===== config.mk =====
export PLATFORM = sky130hd
export DESIGN_NAME = lane_eq_override_regs
export DESIGN_NICKNAME = d
export VERILOG_FILES = /design/src/logic/lt_ovr_pkg.sv /design/src/logic/lane_eq_override_regs.sv /design/src/logic/override_sel.sv /design/src/logic/tap_word_decode.sv
export VERILOG_INCLUDE_DIRS = /design/src /design/src/logic
export SDC_FILE = /design/constraint.sdc
export NUM_CORES = 1
export LEC_CHECK = 0
export ABC_AREA = 1
export BUFFER_PORTS_ARGS = -buffer_cell sky130_fd_sc_hd__buf_2
export CORE_MARGIN = 4
export CORE_UTILIZATION = 49
export DETAILED_ROUTE_END_ITERATION = 8
export PLACE_DENSITY_LB_ADDON = 0.1
export SYNTH_ARGS = -nofsm -noshare
export SYNTH_HDL_FRONTEND = slang
export SYNTH_SLANG_ARGS = --single-unit
export TNS_END_PERCENT = 100

===== constraint.sdc =====
create_clock -name sys_clk -period 1.3 [get_ports sys_clk]
set_input_delay 0.26 -clock sys_clk [delete_from_list [all_inputs] [get_ports sys_clk]]
set_output_delay 0.26 -clock sys_clk [all_outputs]
set_load 0.005 [all_outputs]

===== src/logic/lt_ovr_defs.svh =====
`ifndef LT_OVR_DEFS_SVH
`define LT_OVR_DEFS_SVH

// register offsets on the plain register port
`define LT_CTRL_OFS      8'hD0
`define LT_NEWWORD_OFS   8'hD2
`define LT_PARTNER_OFS   8'hD5
`define LT_LIMIT_OFS     8'hD6

// training control fields
`define LT_TRAIN_EN_BIT  0
`define LT_OVR_EN_BIT    17
`define LT_NEWWORD_BIT   8

// partner update field
`define LT_PARTNER_MSB   21
`define LT_PARTNER_LSB   16

// update word sub-fields
`define LT_PLUS_MSB      5
`define LT_PLUS_LSB      4
`define LT_MAIN_MSB      3
`define LT_MAIN_LSB      2
`define LT_MINUS_MSB     1
`define LT_MINUS_LSB     0

// limit override fields
`define LT_MAXV_MSB      4
`define LT_MAXV_LSB      0
`define LT_MAXV_EN_BIT   5
`define LT_MINV_MSB      12
`define LT_MINV_LSB      8
`define LT_MINV_EN_BIT   13
`define LT_POST_MSB      21
`define LT_POST_LSB      16
`define LT_POST_EN_BIT   22
`define LT_PRE_MSB       28
`define LT_PRE_LSB       24
`define LT_PRE_EN_BIT    29
`define LT_LIMIT_MASK    32'h3F7F3F3F

// reset values
`define LT_TRAIN_EN_RST  1'b1
`define LT_OVR_EN_RST    1'b0
`define LT_PARTNER_RST   6'h00
`define LT_LIMIT_RST     32'h00000000
`define LT_RDATA_RST     32'h00000000

`endif


===== src/logic/lt_ovr_pkg.sv =====
package lt_ovr_pkg;

  typedef enum logic [1:0] {
    TAP_HOLD = 2'h0,
    TAP_INC  = 2'h1,
    TAP_DEC  = 2'h2,
    TAP_RSVD = 2'h3
  } tap_cmd_t;

  typedef struct packed {
    logic        train_en;
    logic        ovr_en;
    logic [5:0]  partner;
    logic [31:0] limit_ovr;
    logic [31:0] rd_data;
    logic        word_new;
  } bank_st_t;

  typedef struct packed {
    tap_cmd_t plus_cmd;
    tap_cmd_t main_cmd;
    tap_cmd_t minus_cmd;
    logic     rsvd;
  } dec_st_t;

endpackage : lt_ovr_pkg


===== src/logic/lane_eq_override_regs.sv =====
// How it works
// - partner field holds bits 5:0 of last received lane-0 word
// - field writable only with training disabled
// - three 2-bit tap commands: inc, dec, hold
// - max-swing override replaces lane-0 preset limit
// - max-swing override also replaces preset main tap
// - bit 5 enables the max-swing override
// - min-swing override replaces lane-0 preset limit
// - bit 13 enables the min-swing override
// - post-tap override replaces lane-0 preset limit
// - bit 22 enables the post-tap override
// - pre-tap override value in bits 28:24
// - bit 29 enables the pre-tap override
//
// Design decision made here: the plain strobed port.
`timescale 1ns/1ps
`include "lt_ovr_defs.svh"
module lane_eq_override_regs
  import lt_ovr_pkg::*;
#(
  parameter logic [4:0] MAX_SWING_PRESET  = 5'h1F,
  parameter logic [4:0] MIN_SWING_PRESET  = 5'h02,
  parameter logic [5:0] POST_TAP_PRESET   = 6'h3F,
  parameter logic [4:0] PRE_TAP_PRESET    = 5'h1F,
  parameter logic [4:0] MAIN_TAP_PRESET   = 5'h14
)
(
  // clock and reset
  input  wire logic         sys_clk,
  input  wire logic         rstn,
  // register port
  input  wire logic [7:0]   addr,
  input  wire logic [31:0]  wr_data,
  input  wire logic         wr_en,
  input  wire logic         rd_en,
  output      logic [31:0]  rd_data,
  // training control channel, lane 0
  input  wire logic         rx_word_valid,
  input  wire logic [15:0]  rx_word,
  // training state
  output      logic         training_enable,
  output      logic         lp_override_enable,
  output      logic [5:0]   partner_tap_update_word,
  output      logic         partner_word_new,
  // decoded partner commands
  output      tap_cmd_t     plus_tap_cmd,
  output      tap_cmd_t     main_tap_cmd,
  output      tap_cmd_t     minus_tap_cmd,
  output      logic         tap_cmd_rsvd,
  // effective lane-0 tx equalizer limits
  output      logic [4:0]   max_swing_limit,
  output      logic [4:0]   min_swing_limit_param,
  output      logic [5:0]   post_tap_limit,
  output      logic [4:0]   pre_tap_limit,
  output      logic [4:0]   preset_main_tap
);

  bank_st_t q;
  bank_st_t d;

  function automatic logic hit(input logic [7:0] a, input logic [7:0] ofs);
    hit = (a == ofs);
  endfunction : hit

  ////////////////////////////////////////////////////////////////////////////
  // register bank

  always_comb
  begin
    d          = q;
    d.word_new = 1'b0;
    // frame words only land while training runs
    if (q.train_en && rx_word_valid)
    begin
      d.partner  = rx_word[5:0];
      d.word_new = 1'b1;
    end
    if (wr_en)
    begin
      if (hit(addr, `LT_CTRL_OFS))
      begin
        d.train_en = wr_data[`LT_TRAIN_EN_BIT];
        d.ovr_en   = wr_data[`LT_OVR_EN_BIT];
      end
      // writes ignored while training owns the field
      if (hit(addr, `LT_PARTNER_OFS) && !q.train_en)
        d.partner = wr_data[`LT_PARTNER_MSB:`LT_PARTNER_LSB];
      // software word only acted on with override enabled
      if (hit(addr, `LT_NEWWORD_OFS) && wr_data[`LT_NEWWORD_BIT] && q.ovr_en && !q.train_en)
        d.word_new = 1'b1;
      if (hit(addr, `LT_LIMIT_OFS))
        d.limit_ovr = wr_data & `LT_LIMIT_MASK;
    end
    d.rd_data = `LT_RDATA_RST;
    if (rd_en)
    begin
      case (addr)
        `LT_CTRL_OFS:
        begin
          d.rd_data[`LT_TRAIN_EN_BIT] = q.train_en;
          d.rd_data[`LT_OVR_EN_BIT]   = q.ovr_en;
        end
        `LT_PARTNER_OFS: d.rd_data[`LT_PARTNER_MSB:`LT_PARTNER_LSB] = q.partner;
        `LT_LIMIT_OFS:   d.rd_data = q.limit_ovr;
        default:         d.rd_data = `LT_RDATA_RST;
      endcase
    end
  end

  always_ff @(posedge sys_clk or negedge rstn)
  begin
    if (!rstn)
    begin
      q.train_en  <= `LT_TRAIN_EN_RST;
      q.ovr_en    <= `LT_OVR_EN_RST;
      q.partner   <= `LT_PARTNER_RST;
      q.limit_ovr <= `LT_LIMIT_RST;
      q.rd_data   <= `LT_RDATA_RST;
      q.word_new  <= 1'b0;
    end
    else
      q <= d;
  end

  assign rd_data                 = q.rd_data;
  assign training_enable         = q.train_en;
  assign lp_override_enable      = q.ovr_en;
  assign partner_tap_update_word = q.partner;
  assign partner_word_new        = q.word_new;

  ////////////////////////////////////////////////////////////////////////////
  // partner command decode

  tap_word_decode u_decode (
    .sys_clk   (sys_clk),
    .rstn      (rstn),
    .word      (q.partner),
    .plus_cmd  (plus_tap_cmd),
    .main_cmd  (main_tap_cmd),
    .minus_cmd (minus_tap_cmd),
    .rsvd      (tap_cmd_rsvd)
  );

  ////////////////////////////////////////////////////////////////////////////
  // limit selection, lane 0 only

  override_sel #(.W(5), .PRESET(MAX_SWING_PRESET)) u_max (
    .sys_clk (sys_clk),
    .rstn    (rstn),
    .ovr_val (q.limit_ovr[`LT_MAXV_MSB:`LT_MAXV_LSB]),
    .ovr_en  (q.limit_ovr[`LT_MAXV_EN_BIT]),
    .lim     (max_swing_limit)
  );

  override_sel #(.W(5), .PRESET(MAIN_TAP_PRESET)) u_main (
    .sys_clk (sys_clk),
    .rstn    (rstn),
    .ovr_val (q.limit_ovr[`LT_MAXV_MSB:`LT_MAXV_LSB]),
    .ovr_en  (q.limit_ovr[`LT_MAXV_EN_BIT]),
    .lim     (preset_main_tap)
  );

  override_sel #(.W(5), .PRESET(MIN_SWING_PRESET)) u_min (
    .sys_clk (sys_clk),
    .rstn    (rstn),
    .ovr_val (q.limit_ovr[`LT_MINV_MSB:`LT_MINV_LSB]),
    .ovr_en  (q.limit_ovr[`LT_MINV_EN_BIT]),
    .lim     (min_swing_limit_param)
  );

  override_sel #(.W(6), .PRESET(POST_TAP_PRESET)) u_post (
    .sys_clk (sys_clk),
    .rstn    (rstn),
    .ovr_val (q.limit_ovr[`LT_POST_MSB:`LT_POST_LSB]),
    .ovr_en  (q.limit_ovr[`LT_POST_EN_BIT]),
    .lim     (post_tap_limit)
  );

  override_sel #(.W(5), .PRESET(PRE_TAP_PRESET)) u_pre (
    .sys_clk (sys_clk),
    .rstn    (rstn),
    .ovr_val (q.limit_ovr[`LT_PRE_MSB:`LT_PRE_LSB]),
    .ovr_en  (q.limit_ovr[`LT_PRE_EN_BIT]),
    .lim     (pre_tap_limit)
  );
endmodule : lane_eq_override_regs


===== src/logic/override_sel.sv =====
`timescale 1ns/1ps
module override_sel
  import lt_ovr_pkg::*;
#(
  parameter int unsigned           W      = 5,
  parameter logic [W-1:0]          PRESET = '0
)
(
  // clock and reset
  input  wire logic          sys_clk,
  input  wire logic          rstn,
  // override
  input  wire logic [W-1:0]  ovr_val,
  input  wire logic          ovr_en,
  // selected limit
  output      logic [W-1:0]  lim
);

  typedef struct packed {
    logic [W-1:0] lim;
  } sel_st_t;

  sel_st_t q;
  sel_st_t d;

  always_comb
  begin
    d     = q;
    d.lim = ovr_en ? ovr_val : PRESET;
  end

  always_ff @(posedge sys_clk or negedge rstn)
  begin
    if (!rstn)
      q.lim <= PRESET;
    else
      q <= d;
  end

  assign lim = q.lim;

endmodule : override_sel


===== src/logic/tap_word_decode.sv =====
`timescale 1ns/1ps
`include "lt_ovr_defs.svh"
module tap_word_decode
  import lt_ovr_pkg::*;
(
  // clock and reset
  input  wire logic        sys_clk,
  input  wire logic        rstn,
  // update word
  input  wire logic [5:0]  word,
  // decoded commands
  output      tap_cmd_t    plus_cmd,
  output      tap_cmd_t    main_cmd,
  output      tap_cmd_t    minus_cmd,
  output      logic        rsvd
);

  dec_st_t q;
  dec_st_t d;

  function automatic tap_cmd_t to_cmd(input logic [1:0] f);
    to_cmd = tap_cmd_t'(f);
  endfunction : to_cmd

  always_comb
  begin
    d           = q;
    d.plus_cmd  = to_cmd(word[`LT_PLUS_MSB:`LT_PLUS_LSB]);
    d.main_cmd  = to_cmd(word[`LT_MAIN_MSB:`LT_MAIN_LSB]);
    d.minus_cmd = to_cmd(word[`LT_MINUS_MSB:`LT_MINUS_LSB]);
    d.rsvd      = (d.plus_cmd == TAP_RSVD) || (d.main_cmd == TAP_RSVD) || (d.minus_cmd == TAP_RSVD);
  end

  always_ff @(posedge sys_clk or negedge rstn)
  begin
    if (!rstn)
      q <= '{plus_cmd: TAP_HOLD, main_cmd: TAP_HOLD, minus_cmd: TAP_HOLD, rsvd: 1'b0};
    else
      q <= d;
  end

  assign plus_cmd  = q.plus_cmd;
  assign main_cmd  = q.main_cmd;
  assign minus_cmd = q.minus_cmd;
  assign rsvd      = q.rsvd;

endmodule : tap_word_decode


==> summary.md, run 1 <==
| Metric | Value |
|---|---|
| Status | finished clean |
| PortBufs | 110 |
| Clk Tree Root Cell | clkbuf_8 |
| Cell Area, Synth | roughly 0.0038 mm2 |
| Number of fill cells | 646 |
| Period utilization | about 96% |
| CTS tree | built |
| Gate Count Post-Synth | between 300 and 400 |
| Register area share after synthesis | 60.6% |
| Initial antenna violation count | 0 |
| I/O pin cnt | 135 |
| DRT Pass-1 Iters | 4 |
| Initial cell density of the core | approximately 50% |
| Worst-path fanout max | 3 |
| Rows | 31 |
| Crit path DAT | ~1000 ps |
| Worst EP required | 1040 ps |
| Setup_tns | 0 ps |
| Worst path top cell family by delay | flip-flops |
| Crit path buffers/inverters | 1 |
| Register area | about 0.0023 mm2 |
| Total track usage | 16.6% |
| 1st-iter DRT viols | slightly below 90 |
| Drt wl/cell | 12.3 um |
| Period minus WS final | 1250 ps |
| Clock skew | 9.95 ps |
| Core box area | ~0.0073 mm2 |
| Cts bufs inserted | 9 |
| FFs w/ async S/R, synth | 100% |
| Die area | 0.00913 mm2 |
| CP peak stage delay | 560 ps |
| Cell Chain, Critical Path | buf_6 |
| Combinational power share | about a tenth |
| Clock Pin Slew Worst Setup and Hold Paths | 80 ps |
| Power density cells | 1290 mW/mm2 |
| Clk sinks | 90 |
| H-tree depth | 3 |
| Max Slew Vio Count | 0 |
| Avg Cell Area, Syn | 9.83 um2 |
| Peak VDD IR | 0.575 mV |
| Multi-input logic area | 978 um2 |
| Hold Path Class | in -> reg |
| Vias | 2521 |
| Die width | roughly 96 um |
| Post-synth top area cell | dfrtp_1 |
| Clk pwr share | 35.3% |
| Fmax | between 0.8 and 0.9 GHz |
| Max_cap viols | 0 |
| Library cells used by synthesis | 22 |
| Sw power | 1.35 mW |
| DRT antenna net count | 0 |
| Final Hold Viols | 0 |
| Tot Pwr | 5.75 mW |
| Layout Nets | 534 |
| Core Util, Final | 61.1% |
| Total gr overflow | 0 |
| # setup viols final | 0 |
| DR vias/cell | 4.37 |
| Seq pwr share | 54.4% |
| Remaining DRCs | 0 |
| DP HPWL | 5140 um |
| #FFs+latches synth | 90 |
| GP Congestion | between 0.7 and 0.8 |
| Pleak | 2.46 nW |
| Cell at the slowest stage of the critical path | dfstp_2 |
| Worst-Skew Late Latency | 340 ps |
| Synth top area share | 48.0% |
| Die H | 95.5 um |
| Top_reg_cell synth | dfrtp_1 |
| Top cells by area, synth | dfrtp_1, dfstp_2, nand2_1 |
| WS Path Type | reg -> out |
| Internal | 4.40 mW |
| Synth warn | 0 |
| First-pass GRT wire length | 11600 um |
| # diodes | 0 |
| Switching share of power | 23.5% |
| Max Root-Sink Buffers | 2 |
| Layout cells sized above 1 | 41.0% |
| Drt total wl | 7120 um |
| Area grow syn2layout | 19.3% |
| Post-synth EDFFs | 0 |
| RSZ-0062 raised after global routing | false |
| Largest net degree at the start of global routing | 91 |
| CP endpoint kind | output port |
| Number of global-route vias before repair | 2409 |
| Worst setup SP type | register |
==> cell usage after synthesis, types with 3 or more instances <==
cell	instances
o21ai_1	9
dfstp_2	18
nor2_2	12
nand2_2	4
nor2_1	11
nand4_1	9
nor2_4	4
o21ai_2	6
buf_6	3
buf_4	41
nand3_1	11
buf_2	4
or2_2	7
nand2_1	122
inv_1	40
dfrtp_1	72
==> worst min-delay path, stage by stage <==
cell and delay (ps):
buf_2 70, nand2_1 40, nand2_1 40
==> area by class of cell <==
class                           instances  area share (%)
Clock buffer                           11            3.16
Clock inverter                          5            1.73
Inverter                               43            3.66
Multi-Input combinational cell        205            21.9
Sequential cell                        90            50.8
Tap cell                               99            2.77
Timing Repair Buffer                  124            16.0
==> kinds of logic after synthesis <==
group	share of synthesized area (%)
AO/OA/AOI/OAI	2.60
buffers and inverters	14.2
AND/OR/NAND/NOR	22.5
flip-flops	60.6
other	0.0999
==> cell usage in the layout, fill, tap and decap left out, drive strengths merged, types with 7 or more instances in the layout <==
cell type	n
buf	123
clkbuf	11
conb	7
dfrtp	72
dfstp	18
inv	43
nand2	126
nand3	14
nand4	9
nor2	27
o21ai	15
or2	7
==> per-stage QoR <==
step | instances | cell area [um2] | worst slack [ps] | hold WS (ps)
2_1_floorplan | 388 | 3780 | 98.4 | -35.6
3_3_place_gp | 559 | 4220 | -22.8 | 331
3_5_place_dp | 559 | 4220 | -69.6 | 341
4_1_cts | 577 | 4460 | 24.0 | 89.9
5_1_grt | 577 | 4480 | 6.44 | 104
6_report | 577 | 4480 | 52.1 | 111
==> worst paths after layout <==
path,start,endpoint,slack [ps],cells past startpoint
min reg2reg,partner_tap_update_word[0]$_DFF_PN0_,u_decode.minus_cmd[0]$_DFF_PN0_,460,0
min,wr_data[28],q[61]$_DFFE_PN0P_,110,3
max,training_enable$_DFFE_PN1P_,training_enable,50,1
max reg2reg,training_enable$_DFFE_PN1P_,partner_tap_update_word[4]$_DFF_PN0_,140,6
min in group asynchronous,rstn,q[44]$_DFFE_PN0P_,510,3
max in group asynchronous,rstn,u_post.lim[3]$_DFF_PN1_,420,3
==> routing by layer <==
layer / up-vias / global-route usage (%) / wire length [um]
met2: 72 / 27.6 / 3530
met4: 0 / 5.33 / 42
met3: 6 / 3.79 / 455
met1: 1159 / 21.5 / 3100
met5: - / 0 / 0
li1: 1284 / - / -
==> state kept, by name (all words and copies together), names as in the netlist <==
signal	count
u_post.lim	6
q	25
u_pre.lim	5
training_enable	1
u_decode.minus_cmd	2
u_decode.main_cmd	2
rd_data	25
partner_tap_update_word	6
u_min.lim	5
lp_override_enable	1
u_main.lim	5
partner_word_new	1
u_decode.rsvd	1
u_decode.plus_cmd	2
u_max.lim	3
==> repair_timing <==
action | CTS | global route
endpoints found under the setup margin | 1 | 6
hold endpoints to repair | 72 | 0
hold buffers | 1 | 0
setup buffers | 1 | 0
cloned | 0 | 0
resized for setup | 0 | 3
==> power by group through the flow <==
stage	sequential (mW)	clock (mW)	combinational, mW
after floorplan	3.16	0	0.345
after global placement	3.19	0	0.580
after detailed placement	3.19	0	0.593
after CTS	3.13	2.09	0.601
after global routing	3.16	2.22	0.677
final	3.13	2.03	0.590
No activity file was read; power rests on OpenSTA's default activity.
==> inputs of run 2 (changes only) <==
ABC_AREA = 0   (was 1)
==> summary.md, run 2 <==
| Metric | Value |
|---|---|
| Gate Count Post-Synth | 255 (-33%) |
| Library cells used by synthesis | 32 (+45%) |
| CP peak stage delay | 560 ps (about the same) |
| Hold Path Class | in -> reg |
| Die H | 94.6 um (-0.97%) |
| Initial antenna violation count | 0 (unchanged) |
| Post-synth top cells | dfrtp_1, buf_4, and2_1, mux2_4, mux2_2 |
| DRT Pass-1 Iters | 4 (unchanged) |
| WS Path Type | reg -> reg |
| Number of global-route vias before repair | 2224 (-7.7%) |
| Clock Pin Slew Worst Setup and Hold Paths | 90 ps (about the same) |
| Die area | 0.00895 mm2 (-1.9%) |
| Worst-Skew Late Latency | 360 ps (+20 ps) |
| Remaining DRCs | 0 (unchanged) |
| Switching share of power | 25.1% (+1.5 points) |
| Largest net degree at the start of global routing | 54 (-41%) |
| Fmax | 0.713 GHz (-11%) |
| Total gr overflow | 0 (unchanged) |
| Worst-path fanout max | 3 (unchanged) |
| Clk sinks | 90 (unchanged) |
| Cell Area, Synth | 0.00367 mm2 (-2.1%) |
| Hold WS | 129 ps (+18.9 ps) |
| I/O pin cnt | 135 (unchanged) |
| Most common cell after layout, fill and taps aside | buf_2 |
| Synth warn | 0 (unchanged) |
| Synth top area share | 49.0% (+1.0 points) |
| Pleak | 2.33 nW (-5.2%) |
| Cell Chain, Critical Path | and4bb_2, nand3_2, buf_6, mux2_4 |
| CP endpoint kind | register |
| Clock skew | 10.8 ps (+0.862 ps) |
| Area grow syn2layout | 22.0% |
| Layout cells sized above 1 | 57.4% (+16 points) |
| Top cells by area, synth | dfrtp_1, dfstp_2, buf_4 |
| Non-filler instance count after layout | 463 (-20%) |
| Avg Cell Area, Syn | 14.4 um2 (+47%) |
| Post-synth EDFFs | 0 (unchanged) |
| Seq pwr share | 57.5% (+3.1 points) |
| Final Hold Viols | 0 (unchanged) |
| Crit path DAT | 1640 ps (+650 ps) |
| Layout Nets | 420 (-21%) |
| Worst setup SP type | register |
| DR vias/cell | 4.55 (+4.1%) |
| GP Congestion | 0.776 (+1.6%) |
| DRT antenna net count | 0 (unchanged) |
| Combinational power share | 11.4% (+1.1 points) |
| Total track usage | 16.7% (+0.11 points) |
| Power density cells | 1220 mW/mm2 (-4.9%) |
| Period utilization | 108% (+12 points) |
| Placed cell count | 445 (-20%) |
| Drt wl/cell | 14.9 um (+21%) |
| Rows | 31 (unchanged) |
| Max Root-Sink Buffers | 2 (unchanged) |
| Post-synth top area cell | dfrtp_1 |
| Most frequent cells in the layout | buf_2, dfrtp_1, mux2_4 |
| Period minus WS final | 1400 ps (+154 ps) |
| DP HPWL | 5010 um (-2.4%) |
| H-tree depth | 3 (unchanged) |
| Peak VDD IR | 0.666 mV (+16%) |
| Count leader, synth | dfrtp_1 |
| Initial cell density of the core | 50.7% (-0.54 points) |
| Die width | 94.6 um (-0.97%) |
| Status | finished with violations |
| PortBufs | 110 (unchanged) |
| CTS tree | built |
| First-pass GRT wire length | 11100 um (-3.8%) |
| Biggest regs | q x25, rd_data x25 |
| # setup viols final | 7 (+7) |
| 1st-iter DRT viols | 62 (-30%) |
| Sw power | 1.37 mW (+1.5%) |
| # diodes | 0 (unchanged) |
| Vias | 2106 (-16%) |
| Max Slew Vio Count | 0 (unchanged) |
| Failing checks | setup timing |
| Max_cap viols | 0 (unchanged) |
| #FFs+latches synth | 90 (unchanged) |
| Core Util, Final | 61.8% (+0.76 points) |
| Core box area | 0.00725 mm2 (-1.1%) |
| FFs w/ async S/R, synth | 100% (unchanged) |
| RSZ-0062 raised after global routing | true |
| Register area share after synthesis | 61.9% (+1.3 points) |
| Internal | 4.10 mW (-6.7%) |
| Drt total wl | 6920 um (-2.8%) |
| Clk pwr share | 31.1% (-4.2 points) |
| Cell at the slowest stage of the critical path | dfstp_2 |
| Cts bufs inserted | 9 (unchanged) |
| Top_reg_cell synth | dfrtp_1 |
| Worst EP required | 1540 ps (+500 ps) |
| Clk Tree Root Cell | clkbuf_8 |
| Setup WS post-layout | -102 ps (-154 ps) |
run 2: routing by layer:
layer  track usage (%)  wire length, um  vias to the layer above
met5                 0                0                        -
met2              26.7             3410                       70
met4              7.09               98                        0
met1              20.8             2920                     1014
met3              5.26              488                        9
li1                  -                -                     1013
run 2: logic make-up after synthesis:
kind of cell	after synthesis	share of synthesized area, %
other	1	0.102
AOI/OAI and AO/OA	9	1.74
and+or+nand+nor	69	12.0
buffers and inverters	47	10.2
muxes	39	14.0
DFF	90	61.9
run 2: path summary, 6_finish.rpt:
kind,startpoint,end,slack (ps),cells past startpoint
setup / recovery,training_enable$_DFFE_PN1P_,partner_tap_update_word[5]$_DFF_PN0_,-100,4
hold / removal,wr_data[24],q[57]$_DFFE_PN0P_,130,2
setup reg to reg,training_enable$_DFFE_PN1P_,partner_tap_update_word[5]$_DFF_PN0_,-100,4
hold reg to reg,q[58]$_DFFE_PN0P_,u_pre.lim[1]$_DFF_PN1_,470,1
max in group asynchronous,rstn,u_max.lim[0]$_DFF_PN1_,560,3
min in group asynchronous,rstn,partner_tap_update_word[0]$_DFF_PN0_,410,3
run 2: power groups by stage:
stage               clock network [mW]  registers, mW  logic (mW)
finish                            1.70           3.15       0.622
global route                      1.92           3.18       0.686
CTS                               1.77           3.15       0.629
detailed placement                   0           3.20       0.580
global placement                     0           3.20       0.572
floorplan                            0           3.17       0.318
run 2: per-stage QoR:
step | power [mW] | worst slack, ps | instance area (um2) | setup TNS [ps]
final | 5.48 | -102 | 4480 | -687
after global routing | 5.78 | -147 | 4480 | -1020
after CTS | 5.55 | -127 | 4460 | -834
after detailed placement | 3.79 | -218 | 4220 | -9030
after global placement | 3.77 | -207 | 4220 | -9090
after floorplan | 3.49 | -189 | 3700 | -4900
run 2: worst max-delay path: cells and delay by family (launching register included):
kind	cells	cell delay, ps
DFF	1	560
and+or+nand+nor	2	310
buffers and inverters	1	120
muxes	1	290
run 2: final cells by class:
cell class | instances | area, um2
repair buffers | 133 | 827
clock buffers | 10 | 128
flip-flops and latches | 90 | 2270
clock inverters | 6 | 48.8
well taps | 99 | 124
multi-input cells | 124 | 1080
fillers | 597 | 2770
inverters | 1 | 3.75
run 2: repair_timing:
item,in CTS,in global routing
endpoints found under the setup margin,7,11
hold buffers,1,0
setup buffers,1,0
hold endpoints to repair,72,0
pin swaps,2,1
gates cloned,0,0
resized for setup,11,4
==> inputs of run 3 (changes only) <==
CORE_UTILIZATION = 28   (was 49)
CTS_CLUSTER_DIAMETER = 200   (was default)
==> summary.md, run 3 (synthesized netlist as in run 2, its figures left out) <==
| Metric | Value |
|---|---|
| Status | finished with violations |
| Failing checks | setup timing |
| Drt wl/cell | 14.5 um (-2.7%) |
| Worst-path fanout max | 6 (+3) |
| Remaining DRCs | 0 (unchanged) |
| Number of global-route vias before repair | 2329 (+4.7%) |
| Final Cell Area | 0.00469 mm2 (+4.7%) |
| H-tree depth | 3 (unchanged) |
| Setup WS post-layout | -128 ps (-26.1 ps) |
| Clk Tree Root Cell | clkbuf_16 |
| WS Path Type | reg -> reg |
| Die H | 123 um (+30%) |
| DRT Pass-1 Iters | 4 (unchanged) |
| Cts bufs inserted | 9 (unchanged) |
| Initial antenna violation count | 0 (unchanged) |
| Die area | 0.0150 mm2 (+68%) |
| CP peak stage delay | 550 ps (about the same) |
| First-pass GRT wire length | 12600 um (+14%) |
| Most frequent cells in the layout | buf_2, dfrtp_1, mux2_4 |
| Fmax | 0.700 GHz (-1.8%) |
| Total track usage | 11.3% (-5.4 points) |
| Core box area | 0.0127 mm2 (+75%) |
| Area grow syn2layout | 27.7% |
| Most common cell after layout, fill and taps aside | buf_2 |
| Drt total wl | 7770 um (+12%) |
| # setup viols final | 7 (unchanged) |
| Cell at the slowest stage of the critical path | dfstp_2 |
| 1st-iter DRT viols | 80 (+29%) |
| GP Congestion | 0.700 (-9.9%) |
| DP HPWL | 5670 um (+13%) |
| Worst-Skew Late Latency | 340 ps (-20 ps) |
| CP endpoint kind | register |
| Layout Nets | 419 (-0.24%) |
| Die width | 123 um (+30%) |
| Power density cells | 1430 mW/mm2 (+17%) |
| Max Slew Vio Count | 0 (unchanged) |
| CTS tree | built |
| Final Hold Viols | 0 (unchanged) |
| Hold Path Class | in -> reg |
| Placed cell count | 518 (+16%) |
| Peak VDD IR | 0.519 mV (-22%) |
| I/O pin cnt | 135 (unchanged) |
| Cell Chain, Critical Path | and4bb_2, nand3_2, buf_6, mux2_4 |
| Largest net degree at the start of global routing | 36 (-33%) |
| Crit path DAT | 1660 ps (+20 ps) |
| Post-DP Area | 0.00431 mm2 (+2.2%) |
| Period minus WS final | 1430 ps (+26.1 ps) |
| Core Util, Final | 36.9% (-25 points) |
| Max Root-Sink Buffers | 2 (unchanged) |
| Clock skew | 8.89 ps (-1.92 ps) |
| Biggest regs | q x25, rd_data x25 |
| Rows | 41 (+32%) |
| Period utilization | 110% (+2.0 points) |
| Worst EP required | 1530 ps (about the same) |
| Place WS | -222 ps (-3.88 ps) |
| Clk sinks | 90 (unchanged) |
| DR vias/cell | 3.98 (-13%) |
| Total gr overflow | 0 (unchanged) |
| Max_cap viols | 0 (unchanged) |
| Pleak | 2.38 nW (+2.3%) |
| Initial cell density of the core | 28.9% (-22 points) |
| Vias | 2123 (+0.81%) |
| Clock Pin Slew Worst Setup and Hold Paths | 60 ps (-30 ps) |
| RSZ-0062 raised after global routing | true |
| PortBufs | 110 (unchanged) |
| DRT antenna net count | 0 (unchanged) |
| Worst setup SP type | register |
| # diodes | 0 (unchanged) |
| Non-filler instance count after layout | 534 (+15%) |
| Layout cells sized above 1 | 57.5% (about the same) |
-- run 3: cell types whose count changed in the layout (fill, tap and decap cells not counted), sizes merged --
cell    previous run  this run
bufinv             0         3
inv                4         1
buf              132       131
clkinv             3         2
-- run 3: area by class of cell --
cell class | instances | area [um2]
inverters | 1 | 3.75
clock inverters | 5 | 104
well taps | 172 | 215
repair buffers | 132 | 787
fillers | 1312 | 8030
clock buffers | 10 | 229
multi-input cells | 124 | 1080
flip-flops and latches | 90 | 2270
-- run 3: worst paths after layout --
path	from	slack (ps)	end	depth (start not counted)
worst max-delay path	training_enable$_DFFE_PN1P_	-130	partner_tap_update_word[0]$_DFF_PN0_	4
worst min-delay path	wr_data[9]	150	q[42]$_DFFE_PN0P_	2
worst max register to register	training_enable$_DFFE_PN1P_	-130	partner_tap_update_word[0]$_DFF_PN0_	4
min in group asynchronous	rstn	320	q[42]$_DFFE_PN0P_	2
max in group asynchronous	rstn	420	u_pre.lim[0]$_DFF_PN1_	3
worst min register to register	partner_tap_update_word[4]$_DFF_PN0_	470	u_decode.plus_cmd[0]$_DFF_PN0_	0
-- run 3: worst max-delay path: cells and delay by family, from the launching register on --
family / cells / cell delay (ps)
mux: 1 / 300
buf+inv: 1 / 140
simple gates: 2 / 320
flops: 1 / 550
-- run 3: report_power, final --
group / total [mW] / internal, mW / switching [mW]
Combinational: 0.625 / 0.378 / 0.247
Clock: 2.92 / 1.87 / 1.05
Sequential: 3.15 / 3.01 / 0.145
Total: 6.70 / 5.25 / 1.44
-- run 3: through the flow --
step	power, mW	TNS [ps]	hold WS, ps
final	6.70	-848	151
after global routing	7.03	-1180	137
after CTS	6.80	-925	135
after detailed placement	3.80	-9050	156
after global placement	3.80	-8610	152
after floorplan	3.49	-4900	-35.6
-- run 3: what timing repair did --
action,4_1_cts,5_1_grt
cloned,0,0
buffers inserted,0,0
setup endpoints to repair,7,8
pin swaps,0,1
gates resized for setup,3,7
hold endpoints to repair,12,0
hold buffers,1,0
-- run 3: routing by layer --
layer | vias to the layer above | global-route usage, % | part of all wire, %
li1 | 1011 | - | -
met1 | 1021 | 15.2 | 47
met2 | 76 | 16.2 | 44
met3 | 15 | 3.96 | 7.0
met4 | 0 | 5.25 | 2.0
met5 | - | 0 | 0
